[src/hdl/dsl_pkg.sv]
package dsl_pkg;

	localparam int         FRAME_BITS    = 32;
	localparam int         NIB_PER_FRAME = 8;
	localparam int         FIFO_DEPTH    = 16;
	localparam int         FIFO_WIDTH    = 4;
	localparam logic [7:0] CRC_POLY      = 8'h2f;
	localparam logic [7:0] CRC_SEED      = 8'hff;
	localparam logic [3:0] CMD_READ      = 4'h0;
	localparam logic [3:0] CMD_WRITE     = 4'h8;

	localparam int CLK_PERIOD_NS = 10;
	localparam int CHIP_TIME_NS  = 3000;
	localparam int CHIP_CYCLES   = CHIP_TIME_NS / CLK_PERIOD_NS;

	typedef enum logic [1:0] {
		LVL_Q = 2'h0,
		LVL_1 = 2'h1,
		LVL_2 = 2'h2
	} dsl_lvl_t;

	// Three chips per nibble, first chip in bits 5:4.
	localparam logic [15:0][5:0] SYM_TAB = {
		6'h19, 6'h11, 6'h20, 6'h18, 6'h29, 6'h1a, 6'h24, 6'h28,
		6'h21, 6'h16, 6'h26, 6'h10, 6'h22, 6'h12, 6'h25, 6'h14
	};

	typedef enum logic [4:0] {
		DSL_RX   = 5'h01,
		DSL_CHK  = 5'h02,
		DSL_REG  = 5'h04,
		DSL_CRC  = 5'h08,
		DSL_PUSH = 5'h10
	} dsl_state_t;

	typedef struct packed {
		logic [3:0] addr;
		logic [3:0] cmd;
		logic [7:0] ext;
		logic [7:0] data;
		logic [7:0] crc;
	} dsl_frame_t;

	typedef struct packed {
		logic       valid;
		logic       wr;
		logic [7:0] addr;
		logic [7:0] wdata;
	} dsl_reg_req_t;

	function automatic logic [7:0] dsl_crc_step(input logic [7:0] c,
		input logic b);
		dsl_crc_step = {c[6:0], b} ^ (c[7] ? CRC_POLY : 8'h00);
	endfunction

	function automatic logic [7:0] dsl_crc_run(input logic [31:0] bits);
		logic [7:0] c;
		c = CRC_SEED;
		for (int i = 31; i >= 0; i--) begin
			c = dsl_crc_step(c, bits[i]);
		end
		dsl_crc_run = c;
	endfunction

endpackage

[src/hdl/dsl_fifo.sv]
`timescale 1ns/100ps
module dsl_fifo import dsl_pkg::*; #(
	parameter int W     = FIFO_WIDTH,
	parameter int DEPTH = FIFO_DEPTH
) (
	input  wire logic         ref_clk,   // Clock.
	input  wire logic         rst_n,     // Async reset, active low.
	input  wire logic         in_valid,  // Write request.
	input  wire logic [W-1:0] in_data,   // Write data.
	output logic              in_ready,  // Room for a word.
	output logic              out_valid, // Read data present.
	output logic [W-1:0]      out_data,  // Read data, registered.
	input  wire logic         out_ready  // Reader takes the word.
);
	localparam int AW = $clog2(DEPTH);

	typedef struct packed {
		logic [DEPTH-1:0][W-1:0] mem;
		logic [AW-1:0]           wp;
		logic [AW-1:0]           rp;
		logic [AW:0]             cnt;
		logic                    ov;
		logic [W-1:0]            od;
	} dsl_fifo_st_t;

	dsl_fifo_st_t s_ff;
	dsl_fifo_st_t nxt_s;
	logic         push;
	logic         pop;

	assign in_ready  = (s_ff.cnt != (AW+1)'(DEPTH));
	assign out_valid = s_ff.ov;
	assign out_data  = s_ff.od;

	always_comb begin
		nxt_s = s_ff;
		push  = in_valid && in_ready;
		pop   = (!s_ff.ov || out_ready) && (s_ff.cnt != '0);
		if (out_ready) begin
			nxt_s.ov = 1'b0;
		end
		if (push) begin
			nxt_s.mem[s_ff.wp] = in_data;
			nxt_s.wp           = s_ff.wp + 1'b1;
		end
		if (pop) begin
			nxt_s.od = s_ff.mem[s_ff.rp];
			nxt_s.ov = 1'b1;
			nxt_s.rp = s_ff.rp + 1'b1;
		end
		if (push && !pop) begin
			nxt_s.cnt = s_ff.cnt + 1'b1;
		end else if (pop && !push) begin
			nxt_s.cnt = s_ff.cnt - 1'b1;
		end
	end

	always_ff @(posedge ref_clk or negedge rst_n) begin
		if (!rst_n) begin
			s_ff <= '0;
		end else begin
			s_ff <= nxt_s;
		end
	end

endmodule

[src/hdl/dsl_chip_tx.sv]
`timescale 1ns/100ps
module dsl_chip_tx import dsl_pkg::*; #(
	parameter int CHIP_CYC = CHIP_CYCLES
) (
	input  wire logic       ref_clk,   // Clock.
	input  wire logic       rst_n,     // Async reset, active low.
	input  wire logic       sym_valid, // Nibble waiting.
	input  wire logic [3:0] sym_data,  // Nibble to send.
	output logic            sym_ready, // Nibble taken this cycle.
	output dsl_lvl_t        resp_lvl,  // Current level, registered.
	output logic            resp_busy  // Symbol on the line.
);
	localparam int            CW   = $clog2(CHIP_CYC + 1);
	localparam logic [CW-1:0] LAST = CW'(CHIP_CYC - 1);

	typedef enum logic [1:0] {
		TX_IDLE = 2'b01,
		TX_SEND = 2'b10
	} dsl_tx_state_t;

	typedef struct packed {
		dsl_tx_state_t st;
		logic [5:0]    chips;
		logic [1:0]    chip;
		logic [CW-1:0] cyc;
		dsl_lvl_t      lvl;
		logic          busy;
	} dsl_tx_st_t;

	localparam dsl_tx_st_t RST = '{TX_IDLE, 6'h00, 2'h0, '0, LVL_Q, 1'b0};

	dsl_tx_st_t s_ff;
	dsl_tx_st_t nxt_s;
	logic       sym_end;

	assign sym_end   = (s_ff.cyc == LAST) && (s_ff.chip == 2'h2);
	assign sym_ready = (s_ff.st == TX_IDLE) || (s_ff.st == TX_SEND && sym_end);
	assign resp_lvl  = s_ff.lvl;
	assign resp_busy = s_ff.busy;

	always_comb begin
		nxt_s = s_ff;
		unique case (s_ff.st)
			TX_IDLE: begin
				nxt_s.lvl = LVL_Q;
			end
			TX_SEND: begin
				if (s_ff.cyc != LAST) begin
					nxt_s.cyc = s_ff.cyc + 1'b1;
				end else if (s_ff.chip != 2'h2) begin
					nxt_s.cyc   = '0;
					nxt_s.chip  = s_ff.chip + 1'b1;
					nxt_s.chips = {s_ff.chips[3:0], 2'b00};
					nxt_s.lvl   = dsl_lvl_t'(s_ff.chips[3:2]);
				end else begin
					nxt_s.st   = TX_IDLE;
					nxt_s.lvl  = LVL_Q;
					nxt_s.busy = 1'b0;
				end
			end
		endcase
		// Back-to-back symbols follow without a quiescent gap.
		if (sym_valid && sym_ready) begin
			nxt_s.st    = TX_SEND;
			nxt_s.chips = SYM_TAB[sym_data];
			nxt_s.lvl   = dsl_lvl_t'(SYM_TAB[sym_data][5:4]);
			nxt_s.chip  = 2'h0;
			nxt_s.cyc   = '0;
			nxt_s.busy  = 1'b1;
		end
	end

	always_ff @(posedge ref_clk or negedge rst_n) begin
		if (!rst_n) begin
			s_ff <= RST;
		end else begin
			s_ff <= nxt_s;
		end
	end
endmodule

[src/hdl/dsl_top.sv]
`timescale 1ns/100ps
// How it works
// - One master talks to one addressed node to read and write registers.
// - Command is 32 bits: address, command, extended byte, data byte, CRC.
// - A command is taken only when its address equals the node address.
// - CRC runs over all 32 received bits, first bit first.
// - A command with a bad CRC is dropped without any response.
// - Seed preset, message and CRC shifted in; zero remainder means good.
// - Polynomial x^8+x^5+x^3+x^2+x+1 with all-ones seed.
// - Each reply is a 32-bit frame laid out like the command.
// - Each nibble goes out as three chips of three current levels.
// - Every symbol starts non-null and holds a level change.
// - Nibbles 0..F map to the fixed sixteen chip triples.
// - Reply carries own address and echoes the received command code.
// - Reply CRC: same polynomial, all-ones seed, eight zeros appended.
module dsl_top import dsl_pkg::*; #(
	parameter int CHIP_CYC = CHIP_CYCLES,
	parameter int FDEPTH   = FIFO_DEPTH
) (
	input  wire logic        ref_clk,              // Clock, 100 MHz.
	input  wire logic        rst_n,                // Async reset, active low.
	input  wire logic        cmd_frame_start,      // New command frame.
	input  wire logic        cmd_bit_valid,        // Decoded bit present.
	input  wire logic        cmd_bit,              // Decoded bit value.
	input  wire logic [3:0]  node_address_otp_reg, // Assigned node address.
	output dsl_reg_req_t     reg_req,              // Register access request.
	input  wire logic        reg_ack,              // Register access done.
	input  wire logic [15:0] reg_rdata,            // Data at addr+1, addr.
	output dsl_lvl_t         resp_lvl,             // Response current level.
	output logic             resp_busy,            // Response symbol active.
	output logic             cmd_reject            // Command dropped, pulse.
);
	typedef struct packed {
		dsl_state_t   st;
		logic [5:0]   cnt;
		logic [31:0]  sh;
		logic [7:0]   crc;
		dsl_frame_t   resp;
		logic [2:0]   idx;
		dsl_reg_req_t req;
		logic         reject;
	} dsl_top_st_t;

	localparam dsl_top_st_t RST = '{
		st:     DSL_RX,
		cnt:    6'h00,
		sh:     32'h0000_0000,
		crc:    CRC_SEED,
		resp:   '0,
		idx:    3'h0,
		req:    '0,
		reject: 1'b0
	};

	dsl_top_st_t s_ff;
	dsl_top_st_t nxt_s;
	dsl_frame_t  rx;
	logic [31:0] resp_shl;
	logic        frame_ok;
	logic        fifo_in_valid;
	logic [3:0]  fifo_in_data;
	logic        fifo_in_ready;
	logic        fifo_out_valid;
	logic [3:0]  fifo_out_data;
	logic        fifo_out_ready;

	assign rx       = s_ff.sh;
	assign resp_shl = s_ff.resp << {s_ff.idx, 2'b00};
	assign frame_ok = (s_ff.crc == 8'h00) &&
		(rx.addr == node_address_otp_reg);
	assign reg_req    = s_ff.req;
	assign cmd_reject = s_ff.reject;

	always_comb begin
		nxt_s         = s_ff;
		nxt_s.reject  = 1'b0;
		fifo_in_valid = 1'b0;
		fifo_in_data  = resp_shl[31:28];
		unique case (s_ff.st)
			DSL_RX: begin
				// A start pulse wins over a bit in the same cycle.
				if (cmd_frame_start) begin
					nxt_s.cnt = 6'h00;
					nxt_s.crc = CRC_SEED;
				end else if (cmd_bit_valid) begin
					nxt_s.sh  = {s_ff.sh[30:0], cmd_bit};
					nxt_s.crc = dsl_crc_step(s_ff.crc, cmd_bit);
					nxt_s.cnt = s_ff.cnt + 6'h01;
					if (s_ff.cnt == 6'(FRAME_BITS - 1)) begin
						nxt_s.st = DSL_CHK;
					end
				end
			end
			DSL_CHK: begin
				nxt_s.cnt = 6'h00;
				nxt_s.crc = CRC_SEED;
				if (frame_ok) begin
					nxt_s.resp = '{node_address_otp_reg, rx.cmd, rx.ext,
						rx.data, 8'h00};
					if (rx.cmd == CMD_READ) begin
						nxt_s.req = '{1'b1, 1'b0, {rx.ext[7:1], 1'b0},
							8'h00};
						nxt_s.st  = DSL_REG;
					end else if (rx.cmd == CMD_WRITE) begin
						nxt_s.req = '{1'b1, 1'b1, rx.ext, rx.data};
						nxt_s.st  = DSL_REG;
					end else begin
						nxt_s.st = DSL_CRC;
					end
				end else begin
					nxt_s.reject = 1'b1;
					nxt_s.st     = DSL_RX;
				end
			end
			DSL_REG: begin
				if (reg_ack) begin
					nxt_s.req.valid = 1'b0;
					if (!s_ff.req.wr) begin
						nxt_s.resp.ext  = reg_rdata[15:8];
						nxt_s.resp.data = reg_rdata[7:0];
					end
					nxt_s.st = DSL_CRC;
				end
			end
			DSL_CRC: begin
				nxt_s.resp.crc = dsl_crc_run({s_ff.resp[31:8], 8'h00});
				nxt_s.idx      = 3'h0;
				nxt_s.st       = DSL_PUSH;
			end
			DSL_PUSH: begin
				fifo_in_valid = 1'b1;
				if (fifo_in_ready) begin
					nxt_s.idx = s_ff.idx + 3'h1;
					if (s_ff.idx == 3'(NIB_PER_FRAME - 1)) begin
						nxt_s.st = DSL_RX;
					end
				end
			end
			default: begin
				nxt_s = RST;
			end
		endcase
	end

	always_ff @(posedge ref_clk or negedge rst_n) begin
		if (!rst_n) begin
			s_ff <= RST;
		end else begin
			s_ff <= nxt_s;
		end
	end

	dsl_fifo #(
		.W     (4),
		.DEPTH (FDEPTH)
	) u_fifo (
		.ref_clk   (ref_clk),
		.rst_n     (rst_n),
		.in_valid  (fifo_in_valid),
		.in_data   (fifo_in_data),
		.in_ready  (fifo_in_ready),
		.out_valid (fifo_out_valid),
		.out_data  (fifo_out_data),
		.out_ready (fifo_out_ready)
	);

	dsl_chip_tx #(
		.CHIP_CYC (CHIP_CYC)
	) u_tx (
		.ref_clk   (ref_clk),
		.rst_n     (rst_n),
		.sym_valid (fifo_out_valid),
		.sym_data  (fifo_out_data),
		.sym_ready (fifo_out_ready),
		.resp_lvl  (resp_lvl),
		.resp_busy (resp_busy)
	);
endmodule

[config.mk]
export PLATFORM = sky130hd
export DESIGN_NAME = dsl_top
export DESIGN_NICKNAME = d
export VERILOG_FILES = /design/src/hdl/dsl_pkg.sv /design/src/hdl/dsl_fifo.sv /design/src/hdl/dsl_chip_tx.sv /design/src/hdl/dsl_top.sv
export SDC_FILE = /design/constraint.sdc
export NUM_CORES = 1
export LEC_CHECK = 0
export ABC_AREA = 1
export BUFFER_PORTS_ARGS = -buffer_cell sky130_fd_sc_hd__buf_2
export CAP_MARGIN = 20
export CORE_UTILIZATION = 56
export CTS_BUF_LIST = sky130_fd_sc_hd__clkbuf_8 sky130_fd_sc_hd__clkbuf_16
export CTS_CLUSTER_SIZE = 30
export DETAILED_ROUTE_END_ITERATION = 8
export PLACE_DENSITY_LB_ADDON = 0.15
export SETUP_SLACK_MARGIN = 0.4
export SLEW_MARGIN = 20
export SYNTH_ARGS = -nofsm -noshare
export SYNTH_HDL_FRONTEND = slang
export SYNTH_SLANG_ARGS = --single-unit
[constraint.sdc]
create_clock -name ref_clk -period 2.48 [get_ports ref_clk]
set_input_delay 0 -clock ref_clk [delete_from_list [all_inputs] [get_ports ref_clk]]
set_output_delay 0 -clock ref_clk [all_outputs]
set_load 0.005 [all_outputs]
==> results of run 1 <==
-- flip-flops by register name, indices dropped and copies added, names as in the netlist --
register          flops
rx                   32
u_tx.resp_busy        1
s_ff                 54
u_tx.resp_lvl         2
reg_req              18
u_fifo.out_data       4
u_fifo.s_ff          77
u_fifo.out_valid      1
cmd_reject            1
u_tx.s_ff            16
-- how the worst max path moves through the flow --
| stage | start | endpoint | slack [ns] |
|---|---|---|---|
| final | s_ff[53] | s_ff[28] | -0.49 |
| after global routing | s_ff[53] | s_ff[28] | -0.64 |
| after floorplan | u_tx.s_ff[4] | u_fifo.s_ff[9] | 0.02 |
| after detailed placement | s_ff[50] | s_ff[28] | -0.41 |
| after CTS | s_ff[53] | s_ff[28] | -0.29 |
| after global placement | s_ff[53] | s_ff[28] | -0.38 |
-- layout make-up --
cell class	instances	area [um^2]
Timing Repair Buffer	246	2090
Sequential cell	206	5170
Tap cell	270	338
Clock inverter	12	158
Fill cell	1232	4060
Multi-Input combinational cell	1058	7110
Inverter	170	672
Clock buffer	28	644
-- through the flow --
step	setup WS (ns)	instances
3_5_place_dp	-0.410	1849
5_1_grt	-0.636	1990
6_report	-0.494	1990
2_1_floorplan	0.0223	1499
4_1_cts	-0.286	1951
3_3_place_gp	-0.377	1849
-- what timing repair did --
item | in CTS | in global routing
pin swaps | 64 | 32
endpoints found under the hold margin | 224 | 0
gates resized for setup | 178 | 294
setup buffers | 33 | 38
endpoints found under the setup margin | 132 | 181
hold buffers | 25 | 0
gates cloned | 4 | 1
-- logic make-up (layout without fill, tap and decap cells) --
group	Yosys count	count (layout)	share of synthesized area [%]
AOI/OAI and AO/OA	308	308	15.0
buffers and inverters	235	456	8.43
and+or+nand+nor	697	697	26.9
adders and majority gates	20	20	2.23
DFF	206	206	44.7
xor gates and xnor gates	28	28	2.32
muxes	5	5	0.487
-- cells in the final DEF (no fill, tap or decap), types with 14 or more instances in the layout --
cell type / netlist / layout
dfrtp_1: 196 / 192
nor2_4: 1 / 17
nand2_1: 387 / 234
buf_6: 1 / 40
clkbuf_16: 0 / 26
buf_2: 1 / 46
nand3_2: 7 / 36
a21oi_1: 41 / 36
buf_4: 21 / 124
inv_2: 11 / 31
o21ai_2: 0 / 20
inv_1: 155 / 134
o21ai_0: 196 / 128
dlygate4sd3_1: 0 / 25
o21ai_1: 1 / 49
nand2_4: 5 / 65
nor2_1: 77 / 55
nand2_2: 37 / 120
xor2_1: 16 / 14
nand3_1: 142 / 105
-- layer usage --
layer | wire length [um] | share of wire (%) | GRT usage [%]
met3 | 1740 | 4.9 | 3.23
met1 | 14200 | 40 | 39.5
met4 | 1270 | 3.6 | 8.63
met5 | 0 | 0 | 0
met2 | 18100 | 51 | 52.6
==> results.ini, run 1 <==
[status]
outcome=complete, but fails checks
violations=negative setup slack

[worst_setup_path]
slowest_stage=dfrtp_2
endpoint_kind=flip-flop
critical_path_class=flip-flop to flip-flop
worst_ep_arrival_time_ns=3.37
path_depth=25
crit_top_cell=nand2_2
r2r_start=s_ff[53]
critPathRequiredTime_ns=2.88
rr_worst_depth=25
max_stage_delay_ns=0.51
reg2reg_to=s_ff[28]
worstPathMaxFanout=8
crit_family=simple AND/OR/NAND/NOR gates
critical_path_buf_inv_count=2
startpoint_type=flip-flop
r2r_slack_ns=-0.49

[placed_design]
gp_congestion=0.951
placed_area_um2=13000
portBuffers=47
post-dp-hpwl_um=20700

[sta]
slew_viol_final=0
layout_setup_ws_ns=-0.494
period_needed_ns=2.97
fin_hold_ws_ns=0.00697
fin_setup_tns_ns=-3.85
setup_viol_count_final=10
worst_pin_slew_ns=1.36
hold_viol=0
final.setup_skew_ns=0.00936
slew_headroom_pct=8.74
max_freq_mhz=336
rsz0062_at_grt=true
post-route-period-util_pct=120

[yosys]
synth_top_cell_area_share_pct=42.4
ys_async_sr_fraction_pct=100
yosys.area.top_type=dfrtp_1
syn_nets=1545
synth_area_leaders=dfrtp_1, nand2_1, o21ai_0
synth_seq_cells=206
synth_commonest_cells=nand2_1, dfrtp_1, o21ai_0, inv_1, nand3_1
synthCells=1499
netlist-cell-type-count=52
syn_area_um2=11600
synth_edf_count=0
yosysSeqAreaShare_pct=44.7
ys_warn_count=0
synthFlopType=dfrtp_1
yosysMostFrequentCell=nand2_1
syn_avg_cell_area_um2=7.71

[cts]
clk_path_buf_depth=3
path_clk_slew_ns=0.06
clock_sinks=206
cts-root-buf=clkbuf_16
clock_latency_ns=0.51
cts_tree=yes
numCtsBuffers=23
cts_htree_levels=1

[floorplan]
design.core.area_um2=20200
rows=52
die_area_um2=21200
pin_count=48
die_width_um=146
die_y_um=146
initial_core_util_pct=57.1

[global_routing]
grt_pass1_vias=10600
antenna_found_initial=0
grt_max_degree=68
gr-total-overflow=0
track_usage_pct=30.1
grt_pass1_wl_um=52600

[layout]
layout-drive-gt1-share_pct=37.9
area_growth_pct=39.9
fin_nets=1751
final_util_pct=79.9
antenna_cells=0
final_area_um2=16200

[routing]
drc=0
routed_wl_um=35300
ant_nets=0
drt-pass1-iter-count=6
avgRoutedWirePerCell_um=17.8
vias=11500
via_per_inst=5.80
drt_iter0_drc=850

[worst_hold_path]
timing.hold.worst.class=input pin to asynchronous set/reset pin

[flow_run]
maxCapViolations=0

Power of run 1 is not shown: default switching activity piles up to over one toggle a cycle in this logic, so the estimate is an artifact.
==> run 2, diff against run 1 <==
- CTS_BUF_LIST: sky130_fd_sc_hd__clkbuf_8 sky130_fd_sc_hd__clkbuf_16 -> sky130_fd_sc_hd__clkbuf_4 sky130_fd_sc_hd__clkbuf_8 sky130_fd_sc_hd__clkbuf_16
==> run 2 against run 1 <==
Net effect:
- the run still ends with negative setup slack left
- die area did not move
- wire length is 3.5% higher
- count of clock-buffer cells in the layout rose by 4
- worst setup slack worse by 0.017 ns
- cell count is 0.10% higher
- worst hold slack got worse by 0.0020 ns
- via count up 1.5%
- register-to-register slack worse by 0.02 ns
- highest routed layer unchanged
- clock skew grew 0.0042 ns
- maximum frequency shrank 0.55%
- core utilization is 0.72 points higher
- flip-flop and latch count unchanged
==> results.ini, run 2 (synthesis results as in run 1) <==
[worst_setup_path]
critical_path_class=flip-flop to flip-flop  ; unchanged
startpoint_type=flip-flop  ; unchanged
critPathRequiredTime_ns=2.87  ; was 2.88 ns
worst_ep_arrival_time_ns=3.38  ; was 3.37 ns
worstPathMaxFanout=8  ; unchanged
endpoint_kind=flip-flop  ; unchanged

[sta]
max_freq_mhz=334  ; was 336 MHz
period_needed_ns=2.99  ; was 2.97 ns
post-route-period-util_pct=121  ; was 120%
slew_viol_final=0  ; unchanged
worst_pin_slew_ns=1.03  ; was 1.36 ns
layout_setup_ws_ns=-0.510  ; was -0.494 ns
final.setup_skew_ns=0.0136  ; was 0.00936 ns
setup_viol_count_final=10  ; unchanged
slew_headroom_pct=31.0  ; was 8.74%
rsz0062_at_grt=true  ; unchanged
fin_setup_tns_ns=-3.87  ; was -3.85 ns
hold_viol=0  ; unchanged

[routing]
drt-pass1-iter-count=5  ; was 6
drt_iter0_drc=991  ; was 850
ant_nets=0  ; unchanged
routed_wl_um=36600  ; was 35300 um
vias=11700  ; was 11500
avgRoutedWirePerCell_um=18.4  ; was 17.8 um
drc=0  ; unchanged
via_per_inst=5.88  ; was 5.80

[floorplan]
initial_core_util_pct=57.1  ; unchanged
design.core.area_um2=20200  ; unchanged
die_y_um=146  ; unchanged
die_width_um=146  ; unchanged
die_area_um2=21200  ; unchanged
pin_count=48  ; unchanged
rows=52  ; unchanged

[layout]
final_area_um2=16300  ; was 16200 um^2
fin_nets=1753  ; was 1751
fillers=1184  ; was 1232
final_common_cell=nand2_1  ; unchanged
largest_reg_flops=77  ; unchanged
multi_input_area_um2=7180  ; was 7110 um^2
fin_cells=1992  ; was 1990
final_cell_mix=nand2_1, dfrtp_1, inv_1, buf_4, o21ai_0  ; was nand2_1, dfrtp_1, inv_1
max_flop_register=u_fifo.s_ff  ; unchanged
area_growth_pct=41.2  ; was 39.9%
antenna_cells=0  ; unchanged
register_area_um2=5170  ; unchanged
layout-drive-gt1-share_pct=39.0  ; was 37.9%

[cts]
numCtsBuffers=23  ; unchanged
clock_sinks=206  ; unchanged
clk_path_buf_depth=3  ; unchanged
cts_htree_levels=1  ; unchanged
clock_latency_ns=0.51  ; about the same
cts-root-buf=clkbuf_16  ; unchanged
path_clk_slew_ns=0.06  ; about the same
cts_tree=yes  ; unchanged

[status]
violations=negative setup slack  ; unchanged
outcome=complete, but fails checks  ; unchanged

[placed_design]
portBuffers=47  ; unchanged
dp.cells=1849  ; unchanged
post-dp-hpwl_um=20700  ; unchanged
placed_area_um2=13000  ; unchanged
gp_congestion=0.951  ; unchanged

[global_routing]
antenna_found_initial=0  ; unchanged
track_usage_pct=30.2  ; was 30.1%
grt_pass1_wl_um=52800  ; was 52600 um
gr-total-overflow=0  ; unchanged
grt_pass1_vias=10700  ; was 10600
grt_max_degree=68  ; unchanged

[worst_hold_path]
timing.hold.worst.class=input pin to asynchronous set/reset pin  ; unchanged

[flow_run]
maxCapViolations=0  ; unchanged

-- run 2: final timing paths --
path                       slack [ns]  cells past startpoint             from         endpoint
max in group asynchronous        1.61                      3            rst_n         s_ff[59]
min in group ref_clk             0.04                      5  cmd_frame_start         s_ff[94]
hold reg to reg                  0.47                      2         s_ff[57]         s_ff[57]
hold / removal                  0.005                      2            rst_n  u_fifo.s_ff[22]
setup / recovery                -0.51                     25         s_ff[53]         s_ff[28]
setup reg to reg                -0.51                     25         s_ff[53]         s_ff[28]
-- run 2: timing repair --
action,in CTS,in global routing
cloned,4,4
setup endpoints to repair,132,181
pin swaps,64,51
hold buffers,24,0
hold endpoints to repair,224,0
gates resized for setup,176,300
setup buffers,33,38
-- run 2: layout make-up --
cell class | count | area share [%]
clock buffer | 32 | 4.13
clock inverter | 8 | 0.874
inverter | 170 | 4.12
multi-input combinational | 1058 | 44.0
sequential | 206 | 31.7
tap | 270 | 2.07
timing repair buffer | 248 | 13.1
-- run 2: worst max-delay path, cell delays in order (launching register included) --
cell and delay, ns:
dfrtp_2 0.51, clkinv_4 0.16, nand2_4 0.12, nand2_4 0.07, nand2_2 0.08, nand2_1 0.08
nand2_2 0.12, nand2_2 0.07, nand2_4 0.11, nand2_4 0.09, nand2_2 0.10, nand2_1 0.05
nand2_1 0.12, nand3_1 0.18, nand2_2 0.13, nand2_2 0.07, nand2_2 0.09, nand2_2 0.07
nand2_4 0.10, inv_1 0.06, nand2_2 0.08, nand2_4 0.07, nand2_1 0.08, nand3_1 0.09
nand3_2 0.10, nand2_1 0.05
-- run 2: metal layers --
metal	share of wire, %	vias up	global-route usage (%)	wire [um]
met4	4.5	0	8.42	1660
li1	-	5385	-	-
met1	39	5680	39.7	14300
met5	0	-	0	0
met3	5.7	149	3.13	2080
met2	51	503	53.0	18600
-- run 2: through the flow --
step                      setup slack, ns  utilization (%)  hold slack (ns)
after floorplan                    0.0223                -           -0.296
after global placement             -0.377             64.0          -0.0185
after detailed placement           -0.410             64.0          -0.0206
after CTS                          -0.282             73.9          0.00156
after global routing               -0.649             80.7           0.0559
final                              -0.510             80.7          0.00497
Power of run 2 is left out for the same reason.
